===== config.mk =====
export PLATFORM = sky130hd
export DESIGN_NAME = usb_token_frame_regs
export DESIGN_NICKNAME = d
export VERILOG_FILES = /design/src/shared/usb_regs_pkg.sv /design/src/verilog/usb_endpoint_bank.sv /design/src/verilog/usb_token_frame_regs.sv
export VERILOG_INCLUDE_DIRS = /design/src /design/src/shared
export SDC_FILE = /design/constraint.sdc
export NUM_CORES = 1
export LEC_CHECK = 0
export ABC_AREA = 0
export BUFFER_PORTS_ARGS = -buffer_cell sky130_fd_sc_hd__clkbuf_2
export CORE_ASPECT_RATIO = 1.1
export CORE_UTILIZATION = 52
export DETAILED_ROUTE_END_ITERATION = 16
export PLACE_DENSITY = 0.77
export SLEW_MARGIN = 20
export SYNTH_ARGS = -nofsm -noshare
export SYNTH_HDL_FRONTEND = slang
export SYNTH_SLANG_ARGS = --single-unit

===== constraint.sdc =====
create_clock -name pclk -period 1.8 [get_ports pclk]
set_input_delay 0.36 -clock pclk [delete_from_list [all_inputs] [get_ports pclk]]
set_output_delay 0.36 -clock pclk [all_outputs]
set_load 0.005 [all_outputs]

===== src/shared/usb_regs_params.svh =====
// constants for the usb token, frame and endpoint register block
//
// Functional notes
// - capture 11-bit frame number on each frame token; none is captured while the module is halted
// - token types: 0001 out, 1001 in, 1101 setup
// - low pointer bits 7:1 give address 15:9
// - mid pointer gives address bits 23:16
// - high pointer gives address bits 31:24
// - eye-pattern bit enables eye test
// - monitor bit shows drive intervals on output
// - freeze bit halts module during debug
// - idle-stop bit halts module in idle
// - auto suspend on sleep, else software suspends
// - endpoint 0 low-speed direct versus hub preamble
// - endpoint 0 nak retry unless disabled
// - control disable blocks setup when both enabled
// - endpoint receives or transmits only when enabled
// - stall bit reflects endpoint stalled state
// - handshakes only while handshake bit set
// - unimplemented bits read as zero
// - host sends frame token every millisecond
`ifndef USB_REGS_PARAMS_SVH
`define USB_REGS_PARAMS_SVH
// ====================================================================
// register byte offsets
`define OFS_FRAME_LOW    12'h000
`define OFS_FRAME_HIGH   12'h004
`define OFS_TOKEN        12'h008
`define OFS_THRESHOLD    12'h00c
`define OFS_BASE_LOW     12'h010
`define OFS_BASE_MID     12'h014
`define OFS_BASE_HIGH    12'h018
`define OFS_CONFIG       12'h01c
`define OFS_CONTROL      12'h020
`define OFS_ENDPOINT0    12'h040
// ====================================================================
// field masks and positions
`define MASK_FRAME_HIGH  8'h07
`define MASK_BASE_LOW    8'hfe
`define MASK_CONFIG      8'hf1
`define MASK_ENDPOINT    8'hdf
`define MASK_CONTROL     8'h01
`define MASK_EP_WRITE    8'hdd
`define BIT_EYE          7
`define BIT_OEMON        6
`define BIT_FREEZE       5
`define BIT_IDLE         4
`define BIT_AUTOSUSP     0
`define BIT_LOW_SPEED_DIRECT         7
`define BIT_NAK_RETRY_DISABLE     6
`define BIT_CONDIS       4
`define BIT_RXEN         3
`define BIT_TXEN         2
`define BIT_STALL        1
`define BIT_HSHK         0
`define BIT_BUSY         5
`define BIT_FRAME_EN     0
`define PID_OUT          4'h1
`define PID_IN           4'h9
`define PID_SETUP        4'hd
`define RESET_BYTE       8'h00
// ====================================================================
// frame timer: 1 ms at 5 ns per clock
`define FRAME_PERIOD_NS  1000000
`define CLOCK_PERIOD_NS  5
`define FRAME_CYCLES     (`FRAME_PERIOD_NS / `CLOCK_PERIOD_NS)
`endif


===== src/shared/usb_regs_pkg.sv =====
// types shared by the usb register block and its helpers
package usb_regs_pkg;
   // decoded token request handed to the serial engine
   typedef struct packed {
      logic       valid;
      logic [3:0] pid;
      logic [3:0] endpoint;
      logic       low_speed;
      logic       no_retry;
   } token_request_type;
   // endpoint permission flags for the engine
   typedef struct packed {
      logic rx_ok;
      logic tx_ok;
      logic setup_ok;
      logic handshake;
   } endpoint_permit_type;
   // token phases
   typedef enum logic [1:0] {TOK_IDLE, TOK_BUSY} token_state_type;
endpackage


===== src/verilog/usb_endpoint_bank.sv =====
// sixteen endpoint control bytes with registered read port
`timescale 1ns/1ps
`include "usb_regs_params.svh"
module usb_endpoint_bank #(
   parameter int DEPTH = 16
) (
   // clock and reset
   input  wire logic        pclk,
   input  wire logic        presetn,
   // software port
   input  wire logic        write_en,
   input  wire logic [3:0]  write_index,
   input  wire logic [7:0]  write_data,
   input  wire logic [3:0]  read_index,
   output logic      [7:0]  read_data,
   // engine stall events
   input  wire logic [15:0] stall_set,
   // all entries in parallel
   output logic      [7:0]  entries [DEPTH]
);
   initial begin
      if (DEPTH != 16) $error("endpoint bank needs 16 entries");
   end
   // stall set by engine wins over software clear
   always_ff @(posedge pclk or negedge presetn) begin
      if (!presetn) begin
         for (int i = 0; i < DEPTH; i++) entries[i] <= `RESET_BYTE;
      end else begin
         for (int i = 0; i < DEPTH; i++) begin
            if (write_en && write_index == 4'(i)) begin
               entries[i] <= write_data & `MASK_ENDPOINT;
            end
            if (stall_set[i]) begin
               entries[i][`BIT_STALL] <= 1'b1;
            end
         end
      end
   end
   // registered read
   always_ff @(posedge pclk or negedge presetn) begin
      if (!presetn) read_data <= `RESET_BYTE;
      else read_data <= entries[read_index];
   end
endmodule


===== src/verilog/usb_token_frame_regs.sv =====
// usb token, frame number, table pointer, config and endpoint registers
`timescale 1ns/1ps
`include "usb_regs_params.svh"
module usb_token_frame_regs #(
   parameter int FRAME_CYCLES = `FRAME_CYCLES
) (
   // clock and reset
   input  wire logic                             pclk,
   input  wire logic                             presetn,
   // apb slave
   input  wire logic                             psel,
   input  wire logic                             penable,
   input  wire logic                             pwrite,
   input  wire logic [11:0]                      paddr,
   input  wire logic [31:0]                      pwdata,
   output logic      [31:0]                      prdata,
   output logic                                  pready,
   output logic                                  pslverr,
   // serial engine side
   input  wire logic                             host_mode,
   input  wire logic                             frame_token_seen,
   input  wire logic [10:0]                      frame_token_number,
   input  wire logic                             token_done,
   input  wire logic                             line_driving,
   input  wire logic [15:0]                      stall_event,
   input  wire logic [3:0]                       query_endpoint,
   output usb_regs_pkg::token_request_type       token_request,
   output usb_regs_pkg::endpoint_permit_type     permit,
   output logic                                  frame_token_send,
   output logic      [31:0]                      table_base,
   output logic      [7:0]                       threshold_value,
   output logic                                  eye_test_active,
   output logic                                  drive_monitor,
   // system power and debug
   input  wire logic                             debug_halted,
   input  wire logic                             idle_mode,
   input  wire logic                             sleep_mode,
   input  wire logic                             manual_suspend,
   output logic                                  module_run
);
   import usb_regs_pkg::*;

   initial begin
      if (FRAME_CYCLES < 2) $error("frame period too short");
   end

   // ===================================================================
   // register storage
   logic [7:0]  frame_low_bits;
   logic [2:0]  frame_high_bits;
   logic [7:0]  token_command;
   logic [7:0]  table_base_low_bits;
   logic [7:0]  table_base_mid_bits;
   logic [7:0]  table_base_high_bits;
   logic [7:0]  module_configuration;
   logic        frame_start_enable;
   token_state_type token_state;
   logic [31:0] frame_count;
   logic        halted;
   logic [7:0]  ep_entries [16];
   logic [7:0]  ep_now;
   logic        wr;
   logic        rd;
   logic        ep_hit;
   logic        mapped;
   logic [31:0] next_prdata;

   // single-cycle access: ready in access phase
   assign wr = psel && penable && pwrite;
   assign rd = psel && !penable && !pwrite;
   assign ep_hit = paddr[11:6] == 6'(`OFS_ENDPOINT0 >> 6) && paddr[1:0] == 2'h0;

   // ===================================================================
   // endpoint bank
   usb_endpoint_bank #(.DEPTH(16)) bank (
      .pclk        (pclk),
      .presetn     (presetn),
      .write_en    (wr && ep_hit),
      .write_index (paddr[5:2]),
      .write_data  (pwdata[7:0]),
      .read_index  (paddr[5:2]),
      .read_data   (),
      .stall_set   (stall_event),
      .entries     (ep_entries)
   );

   // ===================================================================
   // software registers; frame capture overrides a same-cycle write
   always_ff @(posedge pclk or negedge presetn) begin
      if (!presetn) begin
         frame_low_bits  <= `RESET_BYTE;
         frame_high_bits <= 3'h0;
      end else if (frame_token_seen && !halted) begin
         frame_low_bits  <= frame_token_number[7:0];
         frame_high_bits <= frame_token_number[10:8];
      end else if (wr && paddr == `OFS_FRAME_LOW) begin
         frame_low_bits <= pwdata[7:0];
      end else if (wr && paddr == `OFS_FRAME_HIGH) begin
         frame_high_bits <= pwdata[2:0];
      end
   end

   // pointer, threshold and config bytes
   always_ff @(posedge pclk or negedge presetn) begin
      if (!presetn) begin
         threshold_value      <= `RESET_BYTE;
         table_base_low_bits  <= `RESET_BYTE;
         table_base_mid_bits  <= `RESET_BYTE;
         table_base_high_bits <= `RESET_BYTE;
         module_configuration <= `RESET_BYTE;
         frame_start_enable   <= 1'b0;
      end else if (wr) begin
         unique case (paddr)
            `OFS_THRESHOLD: threshold_value <= pwdata[7:0];
            `OFS_BASE_LOW:  table_base_low_bits <= pwdata[7:0] & `MASK_BASE_LOW;
            `OFS_BASE_MID:  table_base_mid_bits <= pwdata[7:0];
            `OFS_BASE_HIGH: table_base_high_bits <= pwdata[7:0];
            `OFS_CONFIG:    module_configuration <= pwdata[7:0] & `MASK_CONFIG;
            `OFS_CONTROL:   frame_start_enable <= pwdata[`BIT_FRAME_EN];
            default: ;
         endcase
      end
   end

   // ===================================================================
   // token command: a host-mode write while idle launches one token; done ends it
   always_ff @(posedge pclk or negedge presetn) begin
      if (!presetn) begin
         token_command <= `RESET_BYTE;
         token_state   <= TOK_IDLE;
         token_request <= '0;
      end else begin
         token_request.valid <= 1'b0;
         unique case (token_state)
            TOK_IDLE: begin
               // busy state guards a second write; software must poll
               if (wr && paddr == `OFS_TOKEN && host_mode) begin
                  token_command           <= pwdata[7:0];
                  token_request.valid     <= 1'b1;
                  token_request.pid       <= pwdata[7:4];
                  token_request.endpoint  <= pwdata[3:0];
                  // endpoint 0 options travel with the token
                  token_request.low_speed <= ep_entries[0][`BIT_LOW_SPEED_DIRECT];
                  token_request.no_retry  <= ep_entries[0][`BIT_NAK_RETRY_DISABLE];
                  token_state             <= TOK_BUSY;
               end else if (wr && paddr == `OFS_TOKEN) begin
                  token_command <= pwdata[7:0];
               end
            end
            TOK_BUSY: begin
               if (token_done) token_state <= TOK_IDLE;
            end
         endcase
      end
   end

   // ===================================================================
   // frame token timer, host mode only
   always_ff @(posedge pclk or negedge presetn) begin
      if (!presetn) begin
         frame_count      <= 32'h0;
         frame_token_send <= 1'b0;
      end else if (host_mode && frame_start_enable && !halted) begin
         frame_token_send <= frame_count == 32'(FRAME_CYCLES - 1);
         if (frame_count == 32'(FRAME_CYCLES - 1)) frame_count <= 32'h0;
         else frame_count <= frame_count + 32'h1;
      end else begin
         frame_count      <= 32'h0;
         frame_token_send <= 1'b0;
      end
   end

   // ===================================================================
   // run control, monitor, base, permissions
   assign ep_now = ep_entries[query_endpoint];
   always_ff @(posedge pclk or negedge presetn) begin
      if (!presetn) begin
         halted          <= 1'b0;
         module_run      <= 1'b0;
         eye_test_active <= 1'b0;
         drive_monitor   <= 1'b0;
         table_base      <= 32'h0;
         permit          <= '0;
      end else begin
         halted <= (module_configuration[`BIT_FREEZE] && debug_halted)
                || (module_configuration[`BIT_IDLE] && idle_mode)
                || (module_configuration[`BIT_AUTOSUSP] && sleep_mode)
                || manual_suspend;
         module_run      <= !halted;
         eye_test_active <= module_configuration[`BIT_EYE];
         drive_monitor   <= module_configuration[`BIT_OEMON] && line_driving;
         table_base      <= {table_base_high_bits, table_base_mid_bits,
                             table_base_low_bits[7:1], 9'h000};
         permit.rx_ok    <= ep_now[`BIT_RXEN];
         permit.tx_ok    <= ep_now[`BIT_TXEN];
         permit.setup_ok <= !(ep_now[`BIT_RXEN] && ep_now[`BIT_TXEN]
                              && ep_now[`BIT_CONDIS]);
         permit.handshake <= ep_now[`BIT_HSHK];
      end
   end

   // ===================================================================
   // read mux in setup, data registered for the access phase
   always_comb begin
      next_prdata = 32'h0;
      mapped      = 1'b1;
      unique case (paddr)
         `OFS_FRAME_LOW:  next_prdata[7:0] = frame_low_bits;
         `OFS_FRAME_HIGH: next_prdata[2:0] = frame_high_bits;
         `OFS_TOKEN:      next_prdata[7:0] = token_command;
         `OFS_THRESHOLD:  next_prdata[7:0] = threshold_value;
         `OFS_BASE_LOW:   next_prdata[7:0] = table_base_low_bits;
         `OFS_BASE_MID:   next_prdata[7:0] = table_base_mid_bits;
         `OFS_BASE_HIGH:  next_prdata[7:0] = table_base_high_bits;
         `OFS_CONFIG:     next_prdata[7:0] = module_configuration;
         `OFS_CONTROL: begin
            next_prdata[`BIT_BUSY]     = token_state == TOK_BUSY;
            next_prdata[`BIT_FRAME_EN] = frame_start_enable;
         end
         default: begin
            // endpoint bytes are read straight from the bank so the answer
            // keeps zero wait states
            mapped = ep_hit;
            if (ep_hit) next_prdata[7:0] = ep_entries[paddr[5:2]];
         end
      endcase
   end

   // apb answer; read data registered at the setup edge
   always_ff @(posedge pclk or negedge presetn) begin
      if (!presetn) begin
         prdata  <= 32'h0;
         pready  <= 1'b0;
         pslverr <= 1'b0;
      end else begin
         pready  <= psel && !penable;
         pslverr <= psel && !penable && !mapped;
         if (rd) prdata <= next_prdata;
      end
   end

   // ===================================================================
   // checks
   a_frame_capture: assert property (@(posedge pclk) disable iff (!presetn)
      frame_token_seen && !halted |=> frame_low_bits == $past(frame_token_number[7:0])
      && frame_high_bits == $past(frame_token_number[10:8]))
      else $error("frame number not captured");
   a_base_align: assert property (@(posedge pclk) disable iff (!presetn)
      table_base[8:0] == 9'h000) else $error("table base not aligned");
   a_base_mid: assert property (@(posedge pclk) disable iff (!presetn)
      $stable(table_base_mid_bits) |=> table_base[23:16] == $past(table_base_mid_bits))
      else $error("mid base wrong");
   a_base_high: assert property (@(posedge pclk) disable iff (!presetn)
      $stable(table_base_high_bits) |=> table_base[31:24] == $past(table_base_high_bits))
      else $error("high base wrong");
   a_eye_test: assert property (@(posedge pclk) disable iff (!presetn)
      module_configuration[`BIT_EYE] |=> eye_test_active)
      else $error("eye test not enabled");
   a_monitor_off: assert property (@(posedge pclk) disable iff (!presetn)
      !module_configuration[`BIT_OEMON] |=> !drive_monitor)
      else $error("monitor active when disabled");
   a_idle_stop: assert property (@(posedge pclk) disable iff (!presetn)
      module_configuration[`BIT_IDLE] && idle_mode |=> ##1 !module_run)
      else $error("module ran in idle");
   a_frame_gap: assert property (@(posedge pclk) disable iff (!presetn)
      frame_token_send |=> !frame_token_send) else $error("frame tokens adjacent");
   a_token_launch: assert property (@(posedge pclk) disable iff (!presetn)
      token_request.valid |-> token_state == TOK_BUSY) else $error("token without busy");
endmodule


# After elaboration in Yosys (flattened, before gate mapping)
# Index checks and enable logic that the tools add are counted.
# word_totals
inputBits	88
ff_bits	255
output_inout_bits	93
# op_classes
n_eq_ne	29
bitwise	2
n_reduce_logical	80
n_lt_le_gt_ge	2
addsub	1
muxes	60
# op_table
cell	n
binary-select mux 8 bit (select 4 bit)	2
two-way mux 32 bit	2
two-way mux 8 bit	7
equality test 12 x 5 -> 1 bit, second input constant	4
case mux 2 bit (8 select lines)	3
nonzero test 2 bit	19
logical AND 1 bit	36
two-way mux 2 bit	18
adder 32 x 1 -> 32 bit, second input constant	1
equality test 32 x 18 -> 1 bit, second input constant	1
equality test 4 bit, second input constant	8
equality test 12 x 4 -> 1 bit, second input constant	2
two-way mux 11 bit	2
AND reduction 2 bit	10
two-way mux 1 bit	18
case mux 1 bit (9 select lines)	2
equality test 4 x 3 -> 1 bit, second input constant	4
equality test 12 x 3 -> 1 bit, second input constant	1
equality test 12 x 6 -> 1 bit, second input constant	1
logical NOT 12 bit	1
greater-or-equal comparator 5 bit, second input constant	2
two-way mux 5 bit	2
NOT 4 -> 5 bit	2
two-way mux 3 bit	3
12 further kinds	23

# Longest topological paths before layout
# Gate-level depths: netlist of the first run.
# depth
word_depth	7
ltp_mapped	9

# Hierarchy
# From an unflattened synthesis of the first run, not the netlist that was laid out.
# hier_totals
hier_cells	1026
hier_area_um2	13467.9
# modules_own_cells
mod	cells_each	area_each_um2	n_inst
usb_token_frame_regs	648	7838.8	1
usb_endpoint_bank	378	5629.1	1

# Least setup slack after synthesis of the first run
# No wires, ideal clock.
# synth_timing
kind	input-to-reg
from	input port paddr[9]
to	register threshold_value[5]
arrival_ps	2330
cell_stages	6
slack_ps	-654
path_cell_list	or4_1 buf_2 or3_1 buf_2 nor4_4 mux2_2
# synth_between
elab_chain_cells	2
# synth_rtl
element	line	source
start: declaration	usb_token_frame_regs.sv:14	input wire logic [11:0] paddr,
equality test 12 x 4 -> 1 bit	usb_token_frame_regs.sv:113	unique case (paddr)
AND reduction 2 bit (no source line)	--	
end signal: assignment	usb_token_frame_regs.sv:106	threshold_value <= `RESET_BYTE;
end signal: assignment	usb_token_frame_regs.sv:114	`OFS_THRESHOLD: threshold_value <= pwdata[7:0];
end: declaration	usb_token_frame_regs.sv:31	output logic [7:0] threshold_value,
# Every way passes these cells.
# A chain may end at the register's enable or synchronous reset.

# Worst setup path after layout of the first run
# layout_timing
from	register frame_count[30]
to	register frame_count[30]
# layout_between
elab_chain_cells	3
elab_cells_between_ends	4
# layout_rtl
element	line	source
start: declaration	usb_token_frame_regs.sv:58	logic [31:0] frame_count;
start signal: assignment	usb_token_frame_regs.sv:166	else frame_count <= frame_count + 32'h1;
adder 32 x 1 -> 32 bit or equality test 32 x 18 -> 1 bit (tied branches)	usb_token_frame_regs.sv:166, usb_token_frame_regs.sv:165	
two-way mux 32 bit *	usb_token_frame_regs.sv:165	if (frame_count == 32'(FRAME_CYCLES - 1)) frame_count <= 32'h0;
two-way mux 32 bit *	usb_token_frame_regs.sv:163	end else if (host_mode && frame_start_enable && !halted) begin
# Every way passes the cells marked *; elsewhere a longest branch is shown, timed or not.

==> impl_metrics.py, run 1 <==
metrics = {
    "cells_and_area": {
        "fin_area_sq_mm": 0.01603,
        "antenna_cells": 0,
        "area_overhead_of_the_layout_relative_to_synthesis_pct": 31.94,
        "drive_gt1_frac": 0.4883,
        "finish.net_count": 1265,
        "num-fill-cells": 1515,
    },
    "yosys": {
        "ys_top_cells_by_count": "254 x dfrtp_1, 154 x mux2_2, 52 x nor2_1",
        "synth_top_cells_by_area": "dfrtp_1 52%, mux2_2 14%, mux4_2 9.5%",
        "synth_enable_flop_cells": 0,
        "synth_largest_area_cell": "dfrtp_1",
        "avgSynthCellArea_sq_um": 13.15,
        "async_flop_share": 1.000,
        "yosysUniqueCellTypes": 54,
        "synth.most_common_cell": "dfrtp_1",
        "postSynthRegisterBits": 254,
        "cell_area_after_technology_mapping_sq_mm": 0.01215,
        "yosys_warnings": 0,
        "proportion_of_netlist_area_held_by_the_largest_area_contributor": 0.5233,
        "synth-main-ff-cell": "dfrtp_1",
        "ys_seq_area_frac": 0.5233,
        "netlist_instances": 924,
    },
    "pwr": {
        "vdd_ir_drop_max_v": 0.0006825,
        "power-per-cell-area_mw_per_mm2": 770.7,
        "power_frac_clock": 0.463,
        "total_power_mw": 12.35,
        "power.share.switching": 0.2282,
        "internal_power_mw": 9.534,
        "switchingPower_mw": 2.818,
        "leakage_nw": 7.542,
        "pwr-share-seq": 0.469,
        "power.share.combinational": 0.068,
    },
    "die": {
        "chipWidth_um": 147.7,
        "top_level_ports": 181,
        "coreArea_sq_mm": 0.02286,
        "chipHeight_um": 162.3,
        "initial_core_util": 0.5314,
        "fp.dieArea_sq_mm": 0.02398,
        "std_cell_rows": 58,
    },
    "drt": {
        "drt_iter0_markers": 607,
        "drt_drc_violations_left": 0,
        "routed_wire_length_per_instance_um": 22.10,
        "detailedRoute.firstPassIterationCount": 5,
        "finalWirelength_mm": 33.06,
        "postRouteAntennaNets": 0,
        "route.vias.total": 8683,
        "avgViaCountPerCell": 5.804,
    },
    "status": {
        "status": "finished, violations left",
        "failing_checks": "setup timing",
    },
    "place": {
        "placed_wire_length_estimate_after_detailed_placement_mm": 22.77,
        "placement.io_buffers": 123,
        "gp_routability_congestion": 0.9053,
        "post_detailed_placement_cell_area_sq_mm": 0.01489,
        "dp_worst_setup_slack_ns": -0.5708,
    },
    "global_routing": {
        "wire_length_of_the_first_global_routing_pass_mm": 51.56,
        "grt_antenna_before_repair": 0,
        "grt_pass1_vias": 9061,
        "gr-total-overflow": 0,
        "pin_count_of_the_biggest_net_entering_global_routing": 62,
        "total_global_route_track_usage": 0.2839,
    },
    "setup_path": {
        "timing_worst_setup_path_type": "flip-flop to flip-flop",
        "worstPathMaxFanout": 16,
        "worst_ep_arrival_time_ns": 2.40,
        "end_kind": "flip-flop",
        "worst-r2r-setup-slack_ns": -0.18,
        "cp_data_required_time_ns": 2.22,
        "type_of_element_launching_the_critical_path": "flip-flop",
    },
    "cts": {
        "clock_path_buffers": 3,
        "tritoncts": "done",
        "worst_skew_pair.late_latency_ns": 0.54,
        "tritoncts_buffers": 27,
        "h_tree_depth_reported_by_cts": 1,
        "cts_root_buf": "clkbuf_16",
        "cts.sink_count": 254,
        "cts.reportedPaths.clkPinSlew_ns": 0.06,
    },
    "timing": {
        "max_freq_mhz": 504.7,
        "timing.clock.skew_ns": 0.01472,
        "timing.final.max_slew_violations": 0,
        "setup_viol_count_final": 51,
        "tns_ns": -5.363,
        "min_period_over_period": 1.101,
        "setup_ws_ns": -0.1816,
        "timing_hold_violations_final": 0,
        "grt_setup_unrepaired": "true",
        "slew-limit-headroom": 0.5398,
        "worst_slew_pin_slew_ns": 0.6903,
        "finalWorstPathRequiredPeriod_ns": 1.982,
        "final.hold.worst_slack_ns": 0.01511,
    },
    "worst_hold_path": {
        "holdCritPathClass": "primary input to flip-flop",
    },
    "run": {
        "timing.max_cap.violations": 0,
    },
}
[layer usage]
metal  vias up  share of wire  GRT usage  routed length (um)
met1      4412           0.41     0.3868               13510
met3        70          0.075    0.05506                2495
met2       378           0.49     0.4614               16210
met5         -              0          0                   0
li1       3823              -          -                   -
met4         0          0.026    0.09044                 850
[layout by cell type (no fill, tap or decap), drive strengths merged, types with 3 or more instances in the layout]
cell type	synthesis	routed
nor2b	22	22
a211o	16	16
a21oi	9	9
nand4	13	13
nand2	38	38
mux2	154	154
xnor2	14	14
dlygate4sd3	0	3
nor3	25	25
clkbuf	48	165
or2	3	3
nor2	55	55
buf	49	163
mux2i	17	17
a22o	7	7
nor4b	3	3
mux4	51	51
a211oi	4	4
xor2	16	16
a221oi	4	4
nor4	13	13
and3	8	8
a31oi	9	9
a22oi	9	9
and2	8	8
a32o	3	3
conb	1	33
or4	4	4
nand3	21	21
o21ai	6	6
dfrtp	254	254
and4	4	4
o2bb2ai	4	4
or3	5	5
inv	8	9
nand2b	3	3
[power by group through the flow]
stage	Combinational (mW)	Sequential (mW)	Clock (mW)
CTS	0.836	5.79	5.79
floorplan	0.410	5.88	0
global route	0.916	5.79	6.01
finish	0.845	5.79	5.72
global placement	0.808	5.89	0
detailed placement	0.826	5.89	0
[cells by family after synthesis]
logic type,synth area share
compound gates,0.05171
xor+xnor,0.02163
fa+ha+maj,0.001030
buf+inv,0.04378
flops,0.5233
mux,0.2513
other cells,0.0003087
simple gates,0.1069
[final timing paths]
check / start / to / cells past startpoint
setup reg to reg: frame_count[30] / frame_count[30] / 7
hold / removal: stall_event[13] / bank.entries[17] / 2
hold reg to reg: table_base_mid_bits[1] / table_base[17] / 0
max in group asynchronous: presetn / bank.entries[27] / 3
min in group asynchronous: presetn / table_base_low_bits[7] / 2
setup / recovery: frame_count[30] / frame_count[30] / 7
[final cells by class]
type                            instances  area (sq um)  area share
Sequential cell                       254          6356      0.3966
Multi-Input combinational cell        597          6113      0.3815
Timing Repair Buffer                  288          2227      0.1390
Clock buffer                           43         835.8     0.05215
Tap cell                              300         375.4     0.02342
Clock inverter                          6         88.84    0.005543
Inverter                                8         30.03    0.001874
[flip-flops by register name (all words and copies together), names as in the netlist, 3 cells and up]
name                  count
frame_high_bits           3
token_request            11
table_base               23
threshold_value           8
prdata                    8
table_base_mid_bits       8
bank.entries            112
token_command             8
frame_count              32
frame_low_bits            8
permit                    4
table_base_low_bits       7
module_configuration      5
table_base_high_bits      8
[critical path, cell delays in order (launching register included)]
cell     delay [ns]
dfrtp_1        0.40
nor4b_2        0.29
nand3_1        0.11
or4_4          0.57
nand4_1        0.13
buf_4          0.17
buf_16         0.15
nor2_1         0.05
[what timing repair did]
item,in CTS,in global routing
endpoints found under the setup margin,45,92
pin swaps,4,6
gates cloned,1,1
gates resized for setup,7,26
endpoints found under the hold margin,132,0
hold buffers,3,0
buffers inserted,3,0
[metrics by stage]
stage	util	cells
3_5_place_dp	0.6512	1439
6_report	0.7011	1496
2_1_floorplan	-	956
5_1_grt	0.7011	1496
3_3_place_gp	0.6512	1439
4_1_cts	0.6963	1495
(Power assumes the default switching activity.)
==> inputs of run 2 (changes only) <==
--- a/config.mk
+++ b/config.mk
@@ -6,12 +6,12 @@
 export SDC_FILE = /design/constraint.sdc
 export NUM_CORES = 1
 export LEC_CHECK = 0
-export ABC_AREA = 0
+export ABC_AREA = 1
 export BUFFER_PORTS_ARGS = -buffer_cell sky130_fd_sc_hd__clkbuf_2
 export CORE_ASPECT_RATIO = 1.1
 export CORE_UTILIZATION = 52
 export DETAILED_ROUTE_END_ITERATION = 16
-export PLACE_DENSITY = 0.77
+export PLACE_DENSITY = 0.76
 export SLEW_MARGIN = 20
 export SYNTH_ARGS = -nofsm -noshare
 export SYNTH_HDL_FRONTEND = slang
==> run 2 against run 1 <==
Effect of this change: the run now ends clean; sequential cell count unchanged; utilization down 6.0 points; via count up 32%; non-clock buffer count down 41; combinational power down 3.1%; cell area down 5.5%; routed wire length up 6.5%; clock power up 0.7%; setup slack better by 0.29 ns; largest cell class unchanged.
==> impl_metrics.py, run 2 <==
metrics = {
    "status": {
        "status": "completed",
    },
    "setup_path": {
        "cp_data_required_time_ns": 2.26,
        "end_kind": "flip-flop",
        "worstPathMaxFanout": 4,
        "worst_ep_arrival_time_ns": 2.15,
        "type_of_element_launching_the_critical_path": "flip-flop",
        "timing_worst_setup_path_type": "flip-flop to flip-flop",
    },
    "yosys": {
        "yosysUniqueCellTypes": 35,
        "proportion_of_netlist_area_held_by_the_largest_area_contributor": 0.5074,
        "avgSynthCellArea_sq_um": 7.795,
        "postSynthRegisterBits": 254,
        "yosys_warnings": 0,
        "ys_seq_area_frac": 0.5074,
        "synth_largest_area_cell": "dfrtp_1",
        "synth-main-ff-cell": "dfrtp_1",
        "ys_top_cells_by_count": "546 x nand2_1, 254 x dfrtp_1, 203 x o21ai_0",
        "synth_top_cells_by_area": "dfrtp_1 51%, nand2_1 16%, o21ai_0 8.1%",
        "synth.most_common_cell": "nand2_1",
        "netlist_instances": 1607,
        "cell_area_after_technology_mapping_sq_mm": 0.01253,
        "synth_enable_flop_cells": 0,
        "async_flop_share": 1.000,
    },
    "worst_hold_path": {
        "holdCritPathClass": "primary input to flip-flop",
    },
    "run": {
        "timing.max_cap.violations": 0,
    },
    "global_routing": {
        "wire_length_of_the_first_global_routing_pass_mm": 57.17,
        "gr-total-overflow": 0,
        "grt_pass1_vias": 11021,
        "grt_antenna_before_repair": 2,
        "total_global_route_track_usage": 0.2970,
        "pin_count_of_the_biggest_net_entering_global_routing": 62,
    },
    "cells_and_area": {
        "reg.largest.list": "bank.entries (112), frame_count (32), table_base (23)",
        "finish.net_count": 1897,
        "registers.top_by_ff_count": "bank.entries",
        "drive_gt1_frac": 0.1762,
        "core_util_final": 0.6413,
        "area_overhead_of_the_layout_relative_to_synthesis_pct": 20.93,
        "largest_register_ff_count": 112,
        "layoutNonFillerInstCount": 2134,
        "fin_area_sq_mm": 0.01515,
        "most-common-layout-cells": "545 x nand2_1, 254 x dfrtp_1, 203 x o21ai_0",
        "layout_commonest_cell": "nand2_1",
    },
    "place": {
        "placement.io_buffers": 123,
        "numPlacedInstances": 2080,
        "placed_wire_length_estimate_after_detailed_placement_mm": 25.34,
        "gp_routability_congestion": 0.9528,
        "post_detailed_placement_cell_area_sq_mm": 0.01416,
        "dp_worst_setup_slack_ns": -0.2241,
    },
    "pwr": {
        "leakage_nw": 7.405,
        "power-per-cell-area_mw_per_mm2": 816.4,
        "total_power_mw": 12.37,
        "vdd_ir_drop_max_v": 0.0007180,
    },
    "drt": {
        "avgViaCountPerCell": 5.366,
        "finalWirelength_mm": 35.22,
        "route.vias.total": 11452,
        "drt_iter0_markers": 933,
        "drt_drc_violations_left": 0,
        "detailedRoute.firstPassIterationCount": 5,
        "postRouteAntennaNets": 0,
        "routed_wire_length_per_instance_um": 16.51,
    },
    "timing": {
        "timing.clock.skew_ns": 0.01118,
        "final.hold.worst_slack_ns": 0.02027,
        "setup_viol_count_final": 0,
        "tns_ns": 0,
        "slew-limit-headroom": 0.5270,
        "setup_ws_ns": 0.1087,
        "timing.final.max_slew_violations": 0,
        "finalWorstPathRequiredPeriod_ns": 1.691,
        "max_freq_mhz": 591.3,
        "timing_hold_violations_final": 0,
        "min_period_over_period": 0.9396,
        "worst_slew_pin_slew_ns": 0.7088,
    },
    "cts": {
        "cts_root_buf": "clkbuf_16",
        "cts.sink_count": 254,
        "clock_path_buffers": 3,
        "cts.reportedPaths.clkPinSlew_ns": 0.06,
        "tritoncts": "done",
        "h_tree_depth_reported_by_cts": 1,
        "tritoncts_buffers": 27,
        "worst_skew_pair.late_latency_ns": 0.54,
    },
    "die": {
        "std_cell_rows": 59,
        "fp.dieArea_sq_mm": 0.02472,
        "chipWidth_um": 150.0,
        "chipHeight_um": 164.8,
        "coreArea_sq_mm": 0.02362,
        "initial_core_util": 0.5303,
        "top_level_ports": 181,
    },
}
## run 2: logic make-up (layout without fill, tap and decap cells)
group / after synthesis / count (layout) / share of synthesized area
AO/OA/AOI/OAI: 291 / 291 / 0.1196
XOR/XNOR: 26 / 26 / 0.01818
adder cells (fa/ha/maj): 1 / 1 / 0.0009986
buffers and inverters: 218 / 406 / 0.07910
flip-flops: 254 / 254 / 0.5074
other: 1 / 35 / 0.0002994
AND/OR/NAND/NOR: 816 / 816 / 0.2745
## run 2: worst max-delay path: stages, from the launching register on
cell	delay (ns)
dfrtp_1	0.42
ha_4	0.17
nand3_1	0.14
nor2_2	0.16
nand2_2	0.10
nor2_2	0.16
nand2_1	0.09
or2_2	0.28
a21oi_1	0.11
## run 2: what timing repair did
item | CTS | global route
hold buffers | 3 | 0
endpoints found under the hold margin | 53 | 0
setup endpoints to repair | 0 | 4
resized for setup | 0 | 6
setup buffers | 0 | 1
## run 2: worst paths after layout
| kind | slack, ns | cells past startpoint | start | endpoint |
|---|---|---|---|---|
| setup / recovery | 0.11 | 8 | frame_count[1] | frame_count[30] |
| hold / removal | 0.02 | 3 | stall_event[3] | bank.entries[97] |
| setup reg to reg | 0.11 | 8 | frame_count[1] | frame_count[30] |
| hold reg to reg | 0.41 | 0 | table_base_low_bits[4] | table_base[12] |
| max in group asynchronous | 0.78 | 3 | presetn | frame_count[1] |
| min in group asynchronous | 0.37 | 2 | presetn | table_base[17] |
## run 2: report_power, final
part	internal (mW)	switching [mW]	total, mW
sequential	5.76	0.0318	5.79
clock	3.45	2.30	5.76
combinational	0.258	0.561	0.819
## run 2: area by class of cell
class                   count  area [sq um]
flip-flops and latches    254          6356
well taps                 305         381.6
fillers                  2092          8473
inverters                 111         416.7
clock inverters            12         146.4
clock buffers              36         779.5
diodes                      2         5.005
multi-input cells        1167          5325
repair buffers            247          1739
## run 2: routing by layer
layer / vias up / track usage / wire [um]
li1: 5523 / - / -
met1: 5390 / 0.3942 / 14690
met2: 449 / 0.5029 / 17010
met3: 90 / 0.03453 / 2399
met4: 0 / 0.1051 / 1114
met5: - / 0 / 0
==> inputs of run 3 (changes only) <==
--- a/config.mk
+++ b/config.mk
@@ -7,11 +7,10 @@
 export NUM_CORES = 1
 export LEC_CHECK = 0
 export ABC_AREA = 1
-export BUFFER_PORTS_ARGS = -buffer_cell sky130_fd_sc_hd__clkbuf_2
+export BUFFER_PORTS_ARGS = -buffer_cell sky130_fd_sc_hd__buf_2
 export CORE_ASPECT_RATIO = 1.1
-export CORE_UTILIZATION = 52
+export CORE_UTILIZATION = 30
 export DETAILED_ROUTE_END_ITERATION = 16
-export PLACE_DENSITY = 0.76
 export SLEW_MARGIN = 20
 export SYNTH_ARGS = -nofsm -noshare
 export SYNTH_HDL_FRONTEND = slang
==> run 3 against run 2 <==
Effect of this change: cell count up 13%; total power is 7.7% higher; critical path depth did not move; clock power is 15% higher; clock-buffer cell count grew 1; routed wire length up 9.8%; combinational power grew 7.7%; largest cell class unchanged; maximum frequency is 3.2% higher; utilization is 26 points lower; cell area grew 4.7%; critical path type unchanged.
==> impl_metrics.py, run 3 (same netlist as run 2, synthesis figures left out) <==
metrics = {
    "status": {
        "status": "completed",
    },
    "die": {
        "chipWidth_um": 196.8,
        "top_level_ports": 181,
        "chipHeight_um": 216.3,
        "std_cell_rows": 78,
        "initial_core_util": 0.3042,
        "fp.dieArea_sq_mm": 0.04258,
        "coreArea_sq_mm": 0.04118,
    },
    "cells_and_area": {
        "registers.top_by_ff_count": "bank.entries",
        "multiInputGateArea_sq_mm": 0.005308,
        "fin_area_sq_mm": 0.01587,
        "layout_commonest_cell": "nand2_1",
        "reg.largest.list": "bank.entries (112), frame_count (32), table_base (23)",
        "most-common-layout-cells": "545 x nand2_1, 254 x dfrtp_1, 203 x o21ai_0",
        "area_overhead_of_the_layout_relative_to_synthesis_pct": 26.67,
        "largest_register_ff_count": 112,
        "drive_gt1_frac": 0.1813,
        "finish.net_count": 1926,
        "num-fill-cells": 4268,
        "area.sequential_sq_mm": 0.006356,
    },
    "timing": {
        "timing.clock.skew_ns": 0.03235,
        "tns_ns": 0,
        "min_period_over_period": 0.9103,
        "timing_hold_violations_final": 0,
        "setup_viol_count_final": 0,
        "slew-limit-headroom": 0.6623,
        "grt_setup_unrepaired": "true",
        "timing.final.max_slew_violations": 0,
        "finalWorstPathRequiredPeriod_ns": 1.639,
        "worst_slew_pin_slew_ns": 0.5060,
        "max_freq_mhz": 610.3,
    },
    "setup_path": {
        "timing_worst_setup_path_type": "flip-flop to flip-flop",
        "worst_ep_arrival_time_ns": 2.13,
        "worstPathMaxFanout": 4,
        "cp_data_required_time_ns": 2.29,
        "end_kind": "flip-flop",
        "type_of_element_launching_the_critical_path": "flip-flop",
    },
    "pwr": {
        "switchingPower_mw": 3.118,
        "total_power_mw": 13.32,
        "leakage_nw": 7.652,
        "power_frac_clock": 0.498,
        "pwr-share-seq": 0.436,
        "power.share.switching": 0.2340,
        "internal_power_mw": 10.20,
        "power.share.combinational": 0.066,
        "power-per-cell-area_mw_per_mm2": 839.6,
        "vdd_ir_drop_max_v": 0.0005450,
    },
    "global_routing": {
        "gr-total-overflow": 0,
        "pin_count_of_the_biggest_net_entering_global_routing": 52,
        "total_global_route_track_usage": 0.1835,
        "grt_pass1_vias": 11036,
        "wire_length_of_the_first_global_routing_pass_mm": 61.33,
        "grt_antenna_before_repair": 2,
    },
    "drt": {
        "drt_drc_violations_left": 0,
        "drt_iter0_markers": 905,
        "route.vias.total": 11390,
        "finalWirelength_mm": 38.66,
        "avgViaCountPerCell": 4.707,
        "routed_wire_length_per_instance_um": 15.97,
        "detailedRoute.firstPassIterationCount": 6,
        "postRouteAntennaNets": 0,
    },
    "run": {
        "timing.max_cap.violations": 0,
    },
    "cts": {
        "tritoncts_buffers": 29,
        "cts_root_buf": "clkbuf_16",
        "clock_path_buffers": 3,
        "total_setup_buffers_inserted_after_cts": 0,
        "tritoncts": "done",
        "worst_skew_pair.late_latency_ns": 0.59,
        "cts.reportedPaths.clkPinSlew_ns": 0.06,
        "h_tree_depth_reported_by_cts": 1,
        "cts.sink_count": 254,
    },
    "place": {
        "placed_wire_length_estimate_after_detailed_placement_mm": 28.32,
        "post_detailed_placement_cell_area_sq_mm": 0.01457,
        "gp_routability_congestion": 0.9284,
        "placement.io_buffers": 123,
    },
    "worst_hold_path": {
        "holdCritPathClass": "primary input to flip-flop",
    },
}
## run 3: changes by cell type in the layout (fill, tap and decap cells not counted), sizes merged
cell,change
buf,+132
clkbuf,-121
dlygate4sd3,+17
bufinv,+3
clkinv,+2
clkinvlp,-2
diode,-1
inv,+1
## run 3: final cells by class
class	instances	share of cell area
sequential	254	0.4006
multi-input combinational	1167	0.3345
timing repair buffer	274	0.1258
clock buffer	37	0.05267
tap	560	0.04416
inverter	111	0.02626
clock inverter	16	0.01585
antenna	1	0.0001577
## run 3: worst max-delay path, cell delays in order, from the launching register on
cell	delay (ns)
dfrtp_1	0.39
ha_1	0.21
nand3_1	0.13
nor2_2	0.15
nand2_2	0.11
nor2_2	0.13
nand2_1	0.07
or2_2	0.27
a21oi_1	0.12
## run 3: layer usage
layer	share of wire	track usage	vias to the layer above
li1	-	-	5580
met1	0.44	0.2513	5372
met2	0.46	0.2985	376
met3	0.066	0.02692	60
met4	0.024	0.05581	2
met5	0.00023	0	-
## run 3: power groups by stage
stage / combinational [mW] / clock, mW / sequential, mW
after CTS: 0.893 / 6.78 / 5.80
final: 0.882 / 6.64 / 5.80
after global placement: 0.850 / 0 / 5.91
after floorplan: 0.371 / 0 / 5.89
after detailed placement: 0.855 / 0 / 5.91
after global routing: 0.980 / 7.01 / 5.80
## run 3: path summary, 6_finish.rpt
check | to | cells after the start | from | slack (ns)
max in group asynchronous | bank.entries[32] | 3 | presetn | 0.81
setup / recovery | frame_count[30] | 8 | frame_count[1] | 0.16
min in group asynchronous | bank.entries[50] | 2 | presetn | 0.28
hold / removal | frame_low_bits[6] | 3 | frame_token_number[6] | 0.04
hold reg to reg | table_base[10] | 0 | table_base_low_bits[2] | 0.41
setup reg to reg | frame_count[30] | 8 | frame_count[1] | 0.16
## run 3: metrics by stage
stage | setup WS (ns) | cells | hold slack (ns) | util
after floorplan | 0.05986 | 1639 | 0.06441 | -
after global placement | -0.1901 | 2346 | 0.3071 | 0.3538
after detailed placement | -0.2266 | 2346 | 0.2964 | 0.3538
after CTS | 0.07398 | 2419 | 0.007195 | 0.3850
after global routing | -0.005483 | 2420 | 0.03115 | 0.3853
final | 0.1614 | 2420 | 0.04042 | 0.3853
## run 3: timing repair
item | in CTS | in global routing
gates resized for setup | 0 | 3
setup endpoints to repair | 0 | 1
hold buffers | 20 | 0
hold endpoints to repair | 49 | 0
